`config.mk`:
```
export PLATFORM = sky130hd
export DESIGN_NAME = tccpc_top
export DESIGN_NICKNAME = d
export VERILOG_FILES = /design/src/design/tccpc_pkg.sv /design/src/design/tccpc_top.sv /design/src/design/tccpc_channel.sv
export SDC_FILE = /design/constraint.sdc
export NUM_CORES = 1
export LEC_CHECK = 0
export ABC_AREA = 1
export BUFFER_PORTS_ARGS = -buffer_cell sky130_fd_sc_hd__buf_2
export CAP_MARGIN = 10
export CORE_MARGIN = 5
export CORE_UTILIZATION = 52
export DETAILED_ROUTE_END_ITERATION = 6
export PLACE_DENSITY_LB_ADDON = 0.08
export SLEW_MARGIN = 20
export SYNTH_ARGS = -nofsm -noshare
export SYNTH_HDL_FRONTEND = slang
export SYNTH_SLANG_ARGS = --single-unit
export TNS_END_PERCENT = 50
```
`constraint.sdc`:
```
create_clock -name SYS_CLK -period 1.8 [get_ports SYS_CLK]
set_clock_uncertainty 0.1 [all_clocks]
set_input_delay 0.27 -clock SYS_CLK [delete_from_list [all_inputs] [get_ports SYS_CLK]]
set_output_delay 0.27 -clock SYS_CLK [all_outputs]
set_load 0.05 [all_outputs]
```
`src/design/tccpc_pkg.sv`:
```
// constants for the timer capture/compare pin control block
package tccpc_pkg;
  localparam int DATA_W = 16;
  localparam int REG_W = 8;
  localparam int ADDR_W = 4;
  // register indices on the plain register port
  localparam logic [3:0] ADDR_CH1_IOCTL = 4'h0;
  localparam logic [3:0] ADDR_CH2_IOCTL = 4'h1;
  localparam logic [3:0] ADDR_CH3_IOCTL = 4'h2;
  localparam logic [3:0] ADDR_CASC_CTRL = 4'h3;
  localparam logic [3:0] ADDR_INT_STATUS = 4'h4;
  localparam logic [3:0] ADDR_INT_MASK = 4'h5;
  localparam logic [3:0] ADDR_PIN_STATE = 4'h6;
  localparam logic [3:0] ADDR_CH1_REG_B = 4'h8;
  localparam logic [3:0] ADDR_CH2_REG_B = 4'h9;
  localparam logic [3:0] ADDR_CH3_REG_B = 4'ha;
  // function-select field position
  localparam int FSEL_HI = 7;
  localparam int FSEL_LO = 4;
  localparam int FSEL_INIT_BIT = 6;
  // cascade control register bits
  localparam int CASC_CH0_BUF_D = 0;
  localparam int CASC_PSC1_LO = 1;
  localparam int CASC_PSC4_LO = 4;
  localparam logic [2:0] PSC_UNDIVIDED = 3'h0;
  localparam logic [7:0] IOCTL_RESET = 8'h00;
  localparam logic [7:0] CASC_RESET = 8'h00;
  // pin actions in compare mode
  typedef enum logic [1:0] {
    TCC_ACT_NONE,
    TCC_ACT_LOW,
    TCC_ACT_HIGH,
    TCC_ACT_TOGGLE
  } tcc_act_type;
  // capture edge choice
  typedef enum logic [1:0] {
    TCC_EDGE_RISE,
    TCC_EDGE_FALL,
    TCC_EDGE_BOTH,
    TCC_EDGE_CASC
  } tcc_edge_type;
endpackage

```
`src/design/tccpc_top.sv`:
```
// timer capture/compare pin control: register port, three b channels, cascade
`timescale 1ns/10ps
module tccpc_top #(
  parameter int DATA_W = 16
) (
  // clock and reset
  input wire logic SYS_CLK,
  input wire logic RST,
  // register port
  input wire logic [3:0] REG_ADDR,
  input wire logic [15:0] REG_WDATA,
  input wire logic REG_WR,
  input wire logic REG_RD,
  output logic [15:0] REG_RDATA,
  // counters and cascade sources
  input wire logic [DATA_W-1:0] CHAN1_COUNTER,
  input wire logic [DATA_W-1:0] CHAN2_COUNTER,
  input wire logic [DATA_W-1:0] CHAN3_COUNTER,
  input wire logic CHAN1_COUNT_TICK,
  input wire logic CHAN4_COUNT_TICK,
  input wire logic CHAN0_REG_C_EVENT,
  input wire logic CHAN0_REG_D_IO_EVENT,
  // channel 0 cascade and register d qualifications
  output logic CHAN0_CASC_CAPTURE,
  output logic CHAN0_REG_D_ENABLE,
  // pins
  input wire logic CHAN1_B_PIN_IN,
  output logic CHAN1_B_PIN_OUT,
  output logic CHAN1_B_PIN_OE,
  input wire logic CHAN2_B_PIN_IN,
  output logic CHAN2_B_PIN_OUT,
  output logic CHAN2_B_PIN_OE,
  input wire logic CHAN3_B_PIN_IN,
  output logic CHAN3_B_PIN_OUT,
  output logic CHAN3_B_PIN_OE,
  // interrupt
  output logic IRQ
);
  localparam int NCH = 3;

  logic [7:0] ioctl_q [NCH];
  logic [7:0] casc_q;
  logic [2*NCH-1:0] status_q;
  logic [2*NCH-1:0] status_d;
  logic [2*NCH-1:0] mask_q;
  logic [15:0] rdata_q;
  logic [15:0] rdata_d;
  logic [NCH-1:0] pin_meta_q;
  logic [NCH-1:0] pin_sync_q;
  logic [NCH-1:0] pin_in;
  logic [NCH-1:0] pin_out;
  logic [NCH-1:0] pin_oe;
  logic [NCH-1:0] ioctl_wr;
  logic [NCH-1:0] reg_b_wr;
  logic [NCH-1:0] casc_event;
  logic [NCH-1:0] casc_valid;
  logic [NCH-1:0] cmp_evt;
  logic [NCH-1:0] cap_evt;
  logic [DATA_W-1:0] counter [NCH];
  logic [DATA_W-1:0] reg_b [NCH];
  logic [2:0] psc1;
  logic [2:0] psc4;
  logic wr_casc;
  logic wr_status;
  logic wr_mask;
  logic [2*NCH-1:0] events;

  function automatic logic [15:0] zext8(input logic [7:0] v);
    zext8 = {8'h00, v};
  endfunction

  function automatic logic [15:0] zextw(input logic [DATA_W-1:0] v);
    logic [15:0] r;
    r = '0;
    r[DATA_W-1:0] = v;
    zextw = r;
  endfunction

  assign pin_in = {CHAN3_B_PIN_IN, CHAN2_B_PIN_IN, CHAN1_B_PIN_IN};
  assign counter[0] = CHAN1_COUNTER;
  assign counter[1] = CHAN2_COUNTER;
  assign counter[2] = CHAN3_COUNTER;

  // write decode
  assign ioctl_wr[0] = REG_WR && (REG_ADDR == tccpc_pkg::ADDR_CH1_IOCTL);
  assign ioctl_wr[1] = REG_WR && (REG_ADDR == tccpc_pkg::ADDR_CH2_IOCTL);
  assign ioctl_wr[2] = REG_WR && (REG_ADDR == tccpc_pkg::ADDR_CH3_IOCTL);
  assign reg_b_wr[0] = REG_WR && (REG_ADDR == tccpc_pkg::ADDR_CH1_REG_B);
  assign reg_b_wr[1] = REG_WR && (REG_ADDR == tccpc_pkg::ADDR_CH2_REG_B);
  assign reg_b_wr[2] = REG_WR && (REG_ADDR == tccpc_pkg::ADDR_CH3_REG_B);
  assign wr_casc = REG_WR && (REG_ADDR == tccpc_pkg::ADDR_CASC_CTRL);
  assign wr_status = REG_WR && (REG_ADDR == tccpc_pkg::ADDR_INT_STATUS);
  assign wr_mask = REG_WR && (REG_ADDR == tccpc_pkg::ADDR_INT_MASK);

  // cascade sources and their qualification
  assign psc1 = casc_q[tccpc_pkg::CASC_PSC1_LO +: 3];
  assign psc4 = casc_q[tccpc_pkg::CASC_PSC4_LO +: 3];
  assign casc_event = {CHAN4_COUNT_TICK, 1'b0, CHAN0_REG_C_EVENT};
  // undivided count clock leaves no room for a capture, so it is blocked
  assign casc_valid = {psc4 != tccpc_pkg::PSC_UNDIVIDED, 1'b0, 1'b1};
  assign CHAN0_CASC_CAPTURE = CHAN1_COUNT_TICK && (psc1 != tccpc_pkg::PSC_UNDIVIDED);
  assign CHAN0_REG_D_ENABLE = CHAN0_REG_D_IO_EVENT &&
                              !casc_q[tccpc_pkg::CASC_CH0_BUF_D];

  genvar g;
  generate
    for (g = 0; g < NCH; g++) begin : g_ch
      tccpc_channel #(
        .DATA_W(DATA_W),
        .BIT6_IGNORED_IN_CAPTURE(g == 1)
      ) u_ch (
        .clk(SYS_CLK),
        .rst(RST),
        .fsel(ioctl_q[g][tccpc_pkg::FSEL_HI:tccpc_pkg::FSEL_LO]),
        .fsel_wr(ioctl_wr[g]),
        .fsel_init(REG_WDATA[tccpc_pkg::FSEL_INIT_BIT]),
        .casc_event(casc_event[g]),
        .casc_valid(casc_valid[g]),
        .counter(counter[g]),
        .pin_in_sync(pin_sync_q[g]),
        .reg_b_wr(reg_b_wr[g]),
        .reg_b_wdata(REG_WDATA[DATA_W-1:0]),
        .reg_b(reg_b[g]),
        .pin_out(pin_out[g]),
        .pin_oe(pin_oe[g]),
        .compare_evt(cmp_evt[g]),
        .capture_evt(cap_evt[g])
      );
    end
  endgenerate

  // status bits: compare in low half, capture in high half
  assign events = {cap_evt, cmp_evt};
  // a new event wins over a write-one clear in the same cycle
  assign status_d = (status_q & ~(wr_status ? REG_WDATA[2*NCH-1:0] : '0)) | events;

  always_comb begin
    case (REG_ADDR)
      tccpc_pkg::ADDR_CH1_IOCTL: rdata_d = zext8(ioctl_q[0]);
      tccpc_pkg::ADDR_CH2_IOCTL: rdata_d = zext8(ioctl_q[1]);
      tccpc_pkg::ADDR_CH3_IOCTL: rdata_d = zext8(ioctl_q[2]);
      tccpc_pkg::ADDR_CASC_CTRL: rdata_d = zext8(casc_q);
      tccpc_pkg::ADDR_INT_STATUS: rdata_d = zext8({2'b00, status_q});
      tccpc_pkg::ADDR_INT_MASK: rdata_d = zext8({2'b00, mask_q});
      tccpc_pkg::ADDR_PIN_STATE: rdata_d = zext8({2'b00, pin_oe, pin_out});
      tccpc_pkg::ADDR_CH1_REG_B: rdata_d = zextw(reg_b[0]);
      tccpc_pkg::ADDR_CH2_REG_B: rdata_d = zextw(reg_b[1]);
      tccpc_pkg::ADDR_CH3_REG_B: rdata_d = zextw(reg_b[2]);
      default: rdata_d = 16'h0000;
    endcase
  end

  always_ff @(posedge SYS_CLK) begin
    if (RST) begin
      for (int i = 0; i < NCH; i++) begin
        ioctl_q[i] <= tccpc_pkg::IOCTL_RESET;
      end
    end else begin
      for (int i = 0; i < NCH; i++) begin
        if (ioctl_wr[i]) begin
          ioctl_q[i] <= REG_WDATA[7:0];
        end
      end
    end
  end

  always_ff @(posedge SYS_CLK) begin
    if (RST) begin
      casc_q <= tccpc_pkg::CASC_RESET;
      status_q <= '0;
      mask_q <= '0;
      rdata_q <= 16'h0000;
      pin_meta_q <= '0;
      pin_sync_q <= '0;
    end else begin
      if (wr_casc) begin
        casc_q <= REG_WDATA[7:0];
      end
      if (wr_mask) begin
        mask_q <= REG_WDATA[2*NCH-1:0];
      end
      status_q <= status_d;
      rdata_q <= REG_RD ? rdata_d : 16'h0000;
      pin_meta_q <= pin_in;
      pin_sync_q <= pin_meta_q;
    end
  end

  assign REG_RDATA = rdata_q;
  assign CHAN1_B_PIN_OUT = pin_out[0];
  assign CHAN1_B_PIN_OE = pin_oe[0];
  assign CHAN2_B_PIN_OUT = pin_out[1];
  assign CHAN2_B_PIN_OE = pin_oe[1];
  assign CHAN3_B_PIN_OUT = pin_out[2];
  assign CHAN3_B_PIN_OE = pin_oe[2];
  assign IRQ = |(status_q & mask_q);
endmodule

```
`src/design/tccpc_channel.sv`:
```
// one channel: register b, compare pin output and capture logic
`timescale 1ns/10ps
module tccpc_channel #(
  parameter int DATA_W = 16,
  parameter bit BIT6_IGNORED_IN_CAPTURE = 1'b0
) (
  // clock and reset
  input wire logic clk,
  input wire logic rst,
  // control
  input wire logic [3:0] fsel,
  input wire logic fsel_wr,
  input wire logic fsel_init,
  input wire logic casc_event,
  input wire logic casc_valid,
  input wire logic [DATA_W-1:0] counter,
  input wire logic pin_in_sync,
  // software write of register b
  input wire logic reg_b_wr,
  input wire logic [DATA_W-1:0] reg_b_wdata,
  // results
  output logic [DATA_W-1:0] reg_b,
  output logic pin_out,
  output logic pin_oe,
  output logic compare_evt,
  output logic capture_evt
);
  logic [DATA_W-1:0] reg_b_q;
  logic [DATA_W-1:0] reg_b_d;
  logic pin_q;
  logic pin_d;
  logic pin_prev_q;
  logic capture_mode;
  logic [1:0] sel_low;
  logic match;
  logic rise;
  logic fall;
  logic casc_sel;
  tccpc_pkg::tcc_act_type act;
  tccpc_pkg::tcc_edge_type edge_sel;

  // field top bit picks capture, else compare
  assign capture_mode = fsel[3];
  assign sel_low = fsel[1:0];
  assign act = tccpc_pkg::tcc_act_type'(sel_low);
  // channel 2 has no cascade source, so bit 6 is don't care there
  assign casc_sel = fsel[2] && !BIT6_IGNORED_IN_CAPTURE;
  assign edge_sel = casc_sel ? tccpc_pkg::TCC_EDGE_CASC :
                    sel_low[1] ? tccpc_pkg::TCC_EDGE_BOTH :
                    sel_low[0] ? tccpc_pkg::TCC_EDGE_FALL :
                    tccpc_pkg::TCC_EDGE_RISE;
  assign match = !capture_mode && (counter == reg_b_q);
  assign rise = pin_in_sync && !pin_prev_q;
  assign fall = !pin_in_sync && pin_prev_q;

  always_comb begin
    capture_evt = 1'b0;
    if (capture_mode) begin
      case (edge_sel)
        tccpc_pkg::TCC_EDGE_RISE: capture_evt = rise;
        tccpc_pkg::TCC_EDGE_FALL: capture_evt = fall;
        tccpc_pkg::TCC_EDGE_BOTH: capture_evt = rise || fall;
        tccpc_pkg::TCC_EDGE_CASC: capture_evt = casc_event && casc_valid;
        default: capture_evt = 1'b0;
      endcase
    end
  end

  assign compare_evt = match && (act != tccpc_pkg::TCC_ACT_NONE);

  always_comb begin
    pin_d = pin_q;
    if (fsel_wr) begin
      // level comes from the write itself, the field register still holds the old one
      pin_d = fsel_init;
    end else if (compare_evt) begin
      case (act)
        tccpc_pkg::TCC_ACT_LOW: pin_d = 1'b0;
        tccpc_pkg::TCC_ACT_HIGH: pin_d = 1'b1;
        tccpc_pkg::TCC_ACT_TOGGLE: pin_d = !pin_q;
        default: pin_d = pin_q;
      endcase
    end
  end

  // capture wins over a software write in the same cycle
  assign reg_b_d = capture_evt ? counter : (reg_b_wr ? reg_b_wdata : reg_b_q);

  always_ff @(posedge clk) begin
    if (rst) begin
      reg_b_q <= '0;
      pin_q <= 1'b0;
      pin_prev_q <= 1'b0;
    end else begin
      reg_b_q <= reg_b_d;
      pin_q <= pin_d;
      pin_prev_q <= pin_in_sync;
    end
  end

  assign reg_b = reg_b_q;
  assign pin_out = pin_q;
  // low bits 00 disable the pin output whatever bit 6 holds
  assign pin_oe = !capture_mode && (sel_low != 2'b00);
endmodule

```
==> impl_summary.txt <==
----------------------------------------------------
[Die]
  Width of the die ... 122 um
  Die area ... 0.0150 mm^2
  Placeable Area ... 0.0125 mm^2
  Effective utilization at floorplan ... 52.6%
  Floorplan row count ... 41
  Vertical die dimension ... 122 um
  Boundary pin count ... 104

[Route]
  Average via count per standard cell ... 5.39
  Routed wire length per instance ... 17.1 um
  Number of violations reported at the end of detailed-routing iteration 0 ... 706
  Antenna-violating nets left ... 0
  Residual DRC ... 0
  Final wirelength ... 22200 um
  Number of iterations in the first detailed-routing pass ... 5
  Vias post-DR ... 6987

[Timing]
  Final count of pins violating max slew ... 0
  Final Hold Fails ... 0
  Worst-margin pin slew ... 0.529 ns
  Slew HR ... 64.7%
  Unrepaired setup endpoints after global routing ... true
  Fmax ... 524 MHz
  Total Neg Setup Slack ... -0.679 ns
  Clock period minus final worst setup slack ... 1.91 ns
  Total of endpoints with negative setup slack in the final report ... 17
  Final clock period utilization by the worst path ... 106%
  Final WS setup ... -0.108 ns

[Final layout]
  Final instance count without filler cells ... 1297
  Layout cells sized above 1 ... 28.9%
  # nets final ... 1210
  Count of fill cells added during filler insertion ... 1080
  Antenna diodes ... 0
  Core Util, Final ... 71.8%
  Area delta synth->final ... 36.6%

[Pwr]
  Maximum vdd drop ... 563 uV
  Power per cell area ... 891 mW/mm^2
  Total design power ... 8010 uW
  P_leak ... 0.00411 uW

[Clock network]
  Clock latency of the later-clocked register in the worst-skew pair ... 0.43 ns
  CTS clock-pin slew for the worst setup and hold paths ... 0.06 ns
  Number of buffers inserted during clock tree synthesis ... 17
  CTS sink count ... 120
  Clock tree from TritonCTS ... built
  Deepest clock path buffer count ... 2
  Clk root buf ... sky130_fd_sc_hd__clkbuf_16
  H-tree Lvls ... 4

[Min path]
  Worst Hold Depth ... 3
  Worst Hold Class ... input port to flip-flop

[Synthesis]
  Synth Area per Inst ... 6.99 um^2
  Net count of the mapped netlist ... 1039
  Number of different library cells in the post-synthesis netlist ... 37
  Post-synthesis cell count ... 941
  Cell area after technology mapping ... 0.00658 mm^2
  Flip-flop and latch count after synthesis ... 120
  YS warnings ... 0
  Sequential element share of the synthesized area ... 40.2%

[GRT]
  Grt total ovfl ... 0
  Antenna violations before repair ... 0
  Global-route wire length before repair ... 33300 um
  Via count of the first global-routing pass ... 6491
  Largest net degree at the start of global routing ... 34
  Global-route usage over all layers ... 29.4%

[Status]
  Violations in the final reports ... setup timing
  Outcome ... finished, violations left

[Worst setup path]
  Number of cells traversed by the worst register-to-register path ... 10
  Standard cell with the maximum stage delay on the critical path ... sky130_fd_sc_hd__edfxtp_1
  Worst Path Max Fanout ... 3
  Peak per-stage delay on the critical path ... 0.44 ns
  Cell mode on critical path ... sky130_fd_sc_hd__inv_1
  Nature of the critical path endpoint ... output pin
  Cell type group with the largest total delay on the critical path ... flip-flops
  Data arrival time of the critical path ... 1.54 ns
  CP bufs+invs ... 4
  Type of the worst setup path ... flip-flop to output pin
  Kind of launch point of the worst setup path ... flip-flop
  Critical path depth ... 6
  Crit path cell chain ... inv_2, ha_2, inv_1, nand2_2, inv_1, buf_6
  Data required time of the worst path ... 1.43 ns

[Flow run]
  Number of maximum-capacitance constraint violations ... 0

[Placed design]
  Final estimated routing congestion in global placement ... 0.955
  Dpl hpwl ... 15900 um
  Total of buffers placed on input and output ports ... 103
  Dpl ws ... -0.169 ns
  Placed instance count ... 1235

----------------------------------------------------
==> what timing repair did <==
| item | CTS | global route |
|---|---|---|
| hold buffers | 7 | 0 |
| gates cloned | 1 | 5 |
| endpoints found under the setup margin | 8 | 56 |
| hold endpoints to repair | 7 | 0 |
| pin swaps | 5 | 15 |
| setup buffers | 7 | 11 |
| resized for setup | 36 | 107 |
==> power breakdown <==
| part | switching [uW] | leakage, uW | total [uW] | internal (uW) |
|---|---|---|---|---|
| Combinational | 822 | 0.00280 | 1350 | 528 |
| Sequential | 80.0 | 0.00101 | 2970 | 2890 |
| Clock | 1260 | 0.000301 | 3690 | 2430 |
==> final timing paths <==
kind                             to  slack [ns]              start
min          g_ch[0].u_ch.reg_b[15]       0.009  CHAN1_COUNTER[15]
max reg2reg   g_ch[2].u_ch.reg_b[8]       -0.08     ioctl_q[0][21]
min reg2reg           pin_sync_q[1]        0.29      pin_meta_q[1]
max                  CHAN2_B_PIN_OE       -0.11     ioctl_q[0][12]
==> layout by cell type (no fill, tap or decap), drive strengths merged, types with 3 or more instances in the layout <==
cell type / n
a21oi: 68
clkinv: 8
nand2: 207
bufinv: 5
nand3: 34
o21ai: 115
a211oi: 13
dfxtp: 96
clkbuf: 19
a31oi: 7
nor2: 92
o221ai: 6
dlygate4sd3: 7
xnor2: 7
o211ai: 4
ha: 19
nand3b: 4
o22ai: 21
nand4: 9
edfxtp: 24
inv: 171
clkinvlp: 3
buf: 176
==> cells in the mapped netlist, drive strengths merged <==
cell type,n,area share (%)
edfxtp,24,11
nor3,2,0.32
nor2,92,6.3
o211a,2,0.30
xnor2,7,0.93
o211ai,4,0.46
inv,171,9.8
nand3,34,2.6
nand4,9,0.86
nand3b,4,0.46
nand2,207,12
clkbuf,19,1.1
clkinv,1,0.076
o21ai,115,8.7
o2111ai,1,0.13
dfxtp,96,29
o21bai,2,0.23
a221oi,1,0.13
or2,2,0.19
o221ai,6,0.80
a31oi,7,0.67
a211oi,13,1.5
buf,14,1.4
a21oi,68,5.2
ha,19,3.6
o22ai,21,2.0
==> worst reg2reg max path, stage by stage, from the launching register on <==
cell                       delay [ns]
sky130_fd_sc_hd__edfxtp_1        0.41
sky130_fd_sc_hd__inv_2           0.08
sky130_fd_sc_hd__buf_4           0.11
sky130_fd_sc_hd__ha_4            0.13
sky130_fd_sc_hd__nand2_1         0.07
sky130_fd_sc_hd__nand2_1         0.08
sky130_fd_sc_hd__nand3_2         0.10
sky130_fd_sc_hd__a21oi_4         0.25
sky130_fd_sc_hd__inv_2           0.10
sky130_fd_sc_hd__buf_8           0.15
sky130_fd_sc_hd__o211a_1         0.20
==> cell families after synthesis <==
kind of cell	share of synthesized area [%]
and+or+nand+nor	22.9
buffers and inverters	12.3
AOI/OAI and AO/OA	20.1
adders and majority gates	3.61
DFF	40.2
xor gates and xnor gates	0.932
==> state kept, by name, summed over array words and instances (netlist names) <==
| register | count |
|---|---|
| g_ch.u_ch.reg_b | 48 |
| ioctl_q | 24 |
| REG_RDATA | 16 |
| casc_q | 8 |
| mask_q | 6 |
| status_q | 6 |
| g_ch.u_ch.pin_out | 3 |
| g_ch.u_ch.pin_prev_q | 3 |
| pin_meta_q | 3 |
| pin_sync_q | 3 |
==> final cells by class <==
type	instances	area, um^2	area share, %
well taps	172	215	2.39
clock inverters	15	208	2.31
flip-flops and latches	120	2650	29.4
inverters	172	654	7.28
repair buffers	185	1320	14.7
multi-input cells	616	3520	39.1
clock buffers	17	425	4.73
==> metrics by stage <==
stage	hold WS (ns)	area, um^2
after floorplan	0.277	6600
after global placement	0.290	7620
after detailed placement	0.295	7620
after CTS	0.000349	8500
after global routing	0.0135	8990
final	0.00925	8990
==> metal layers <==
| metal | GRT usage, % | share of wire, % | vias to the layer above |
|---|---|---|---|
| met5 | 0 | 0 | - |
| met4 | 11.5 | 3.2 | 0 |
| met3 | 6.36 | 10 | 60 |
| met2 | 44.8 | 44 | 374 |
| met1 | 40.7 | 43 | 3164 |
| li1 | - | - | 3389 |
(Power assumes the default switching activity.)
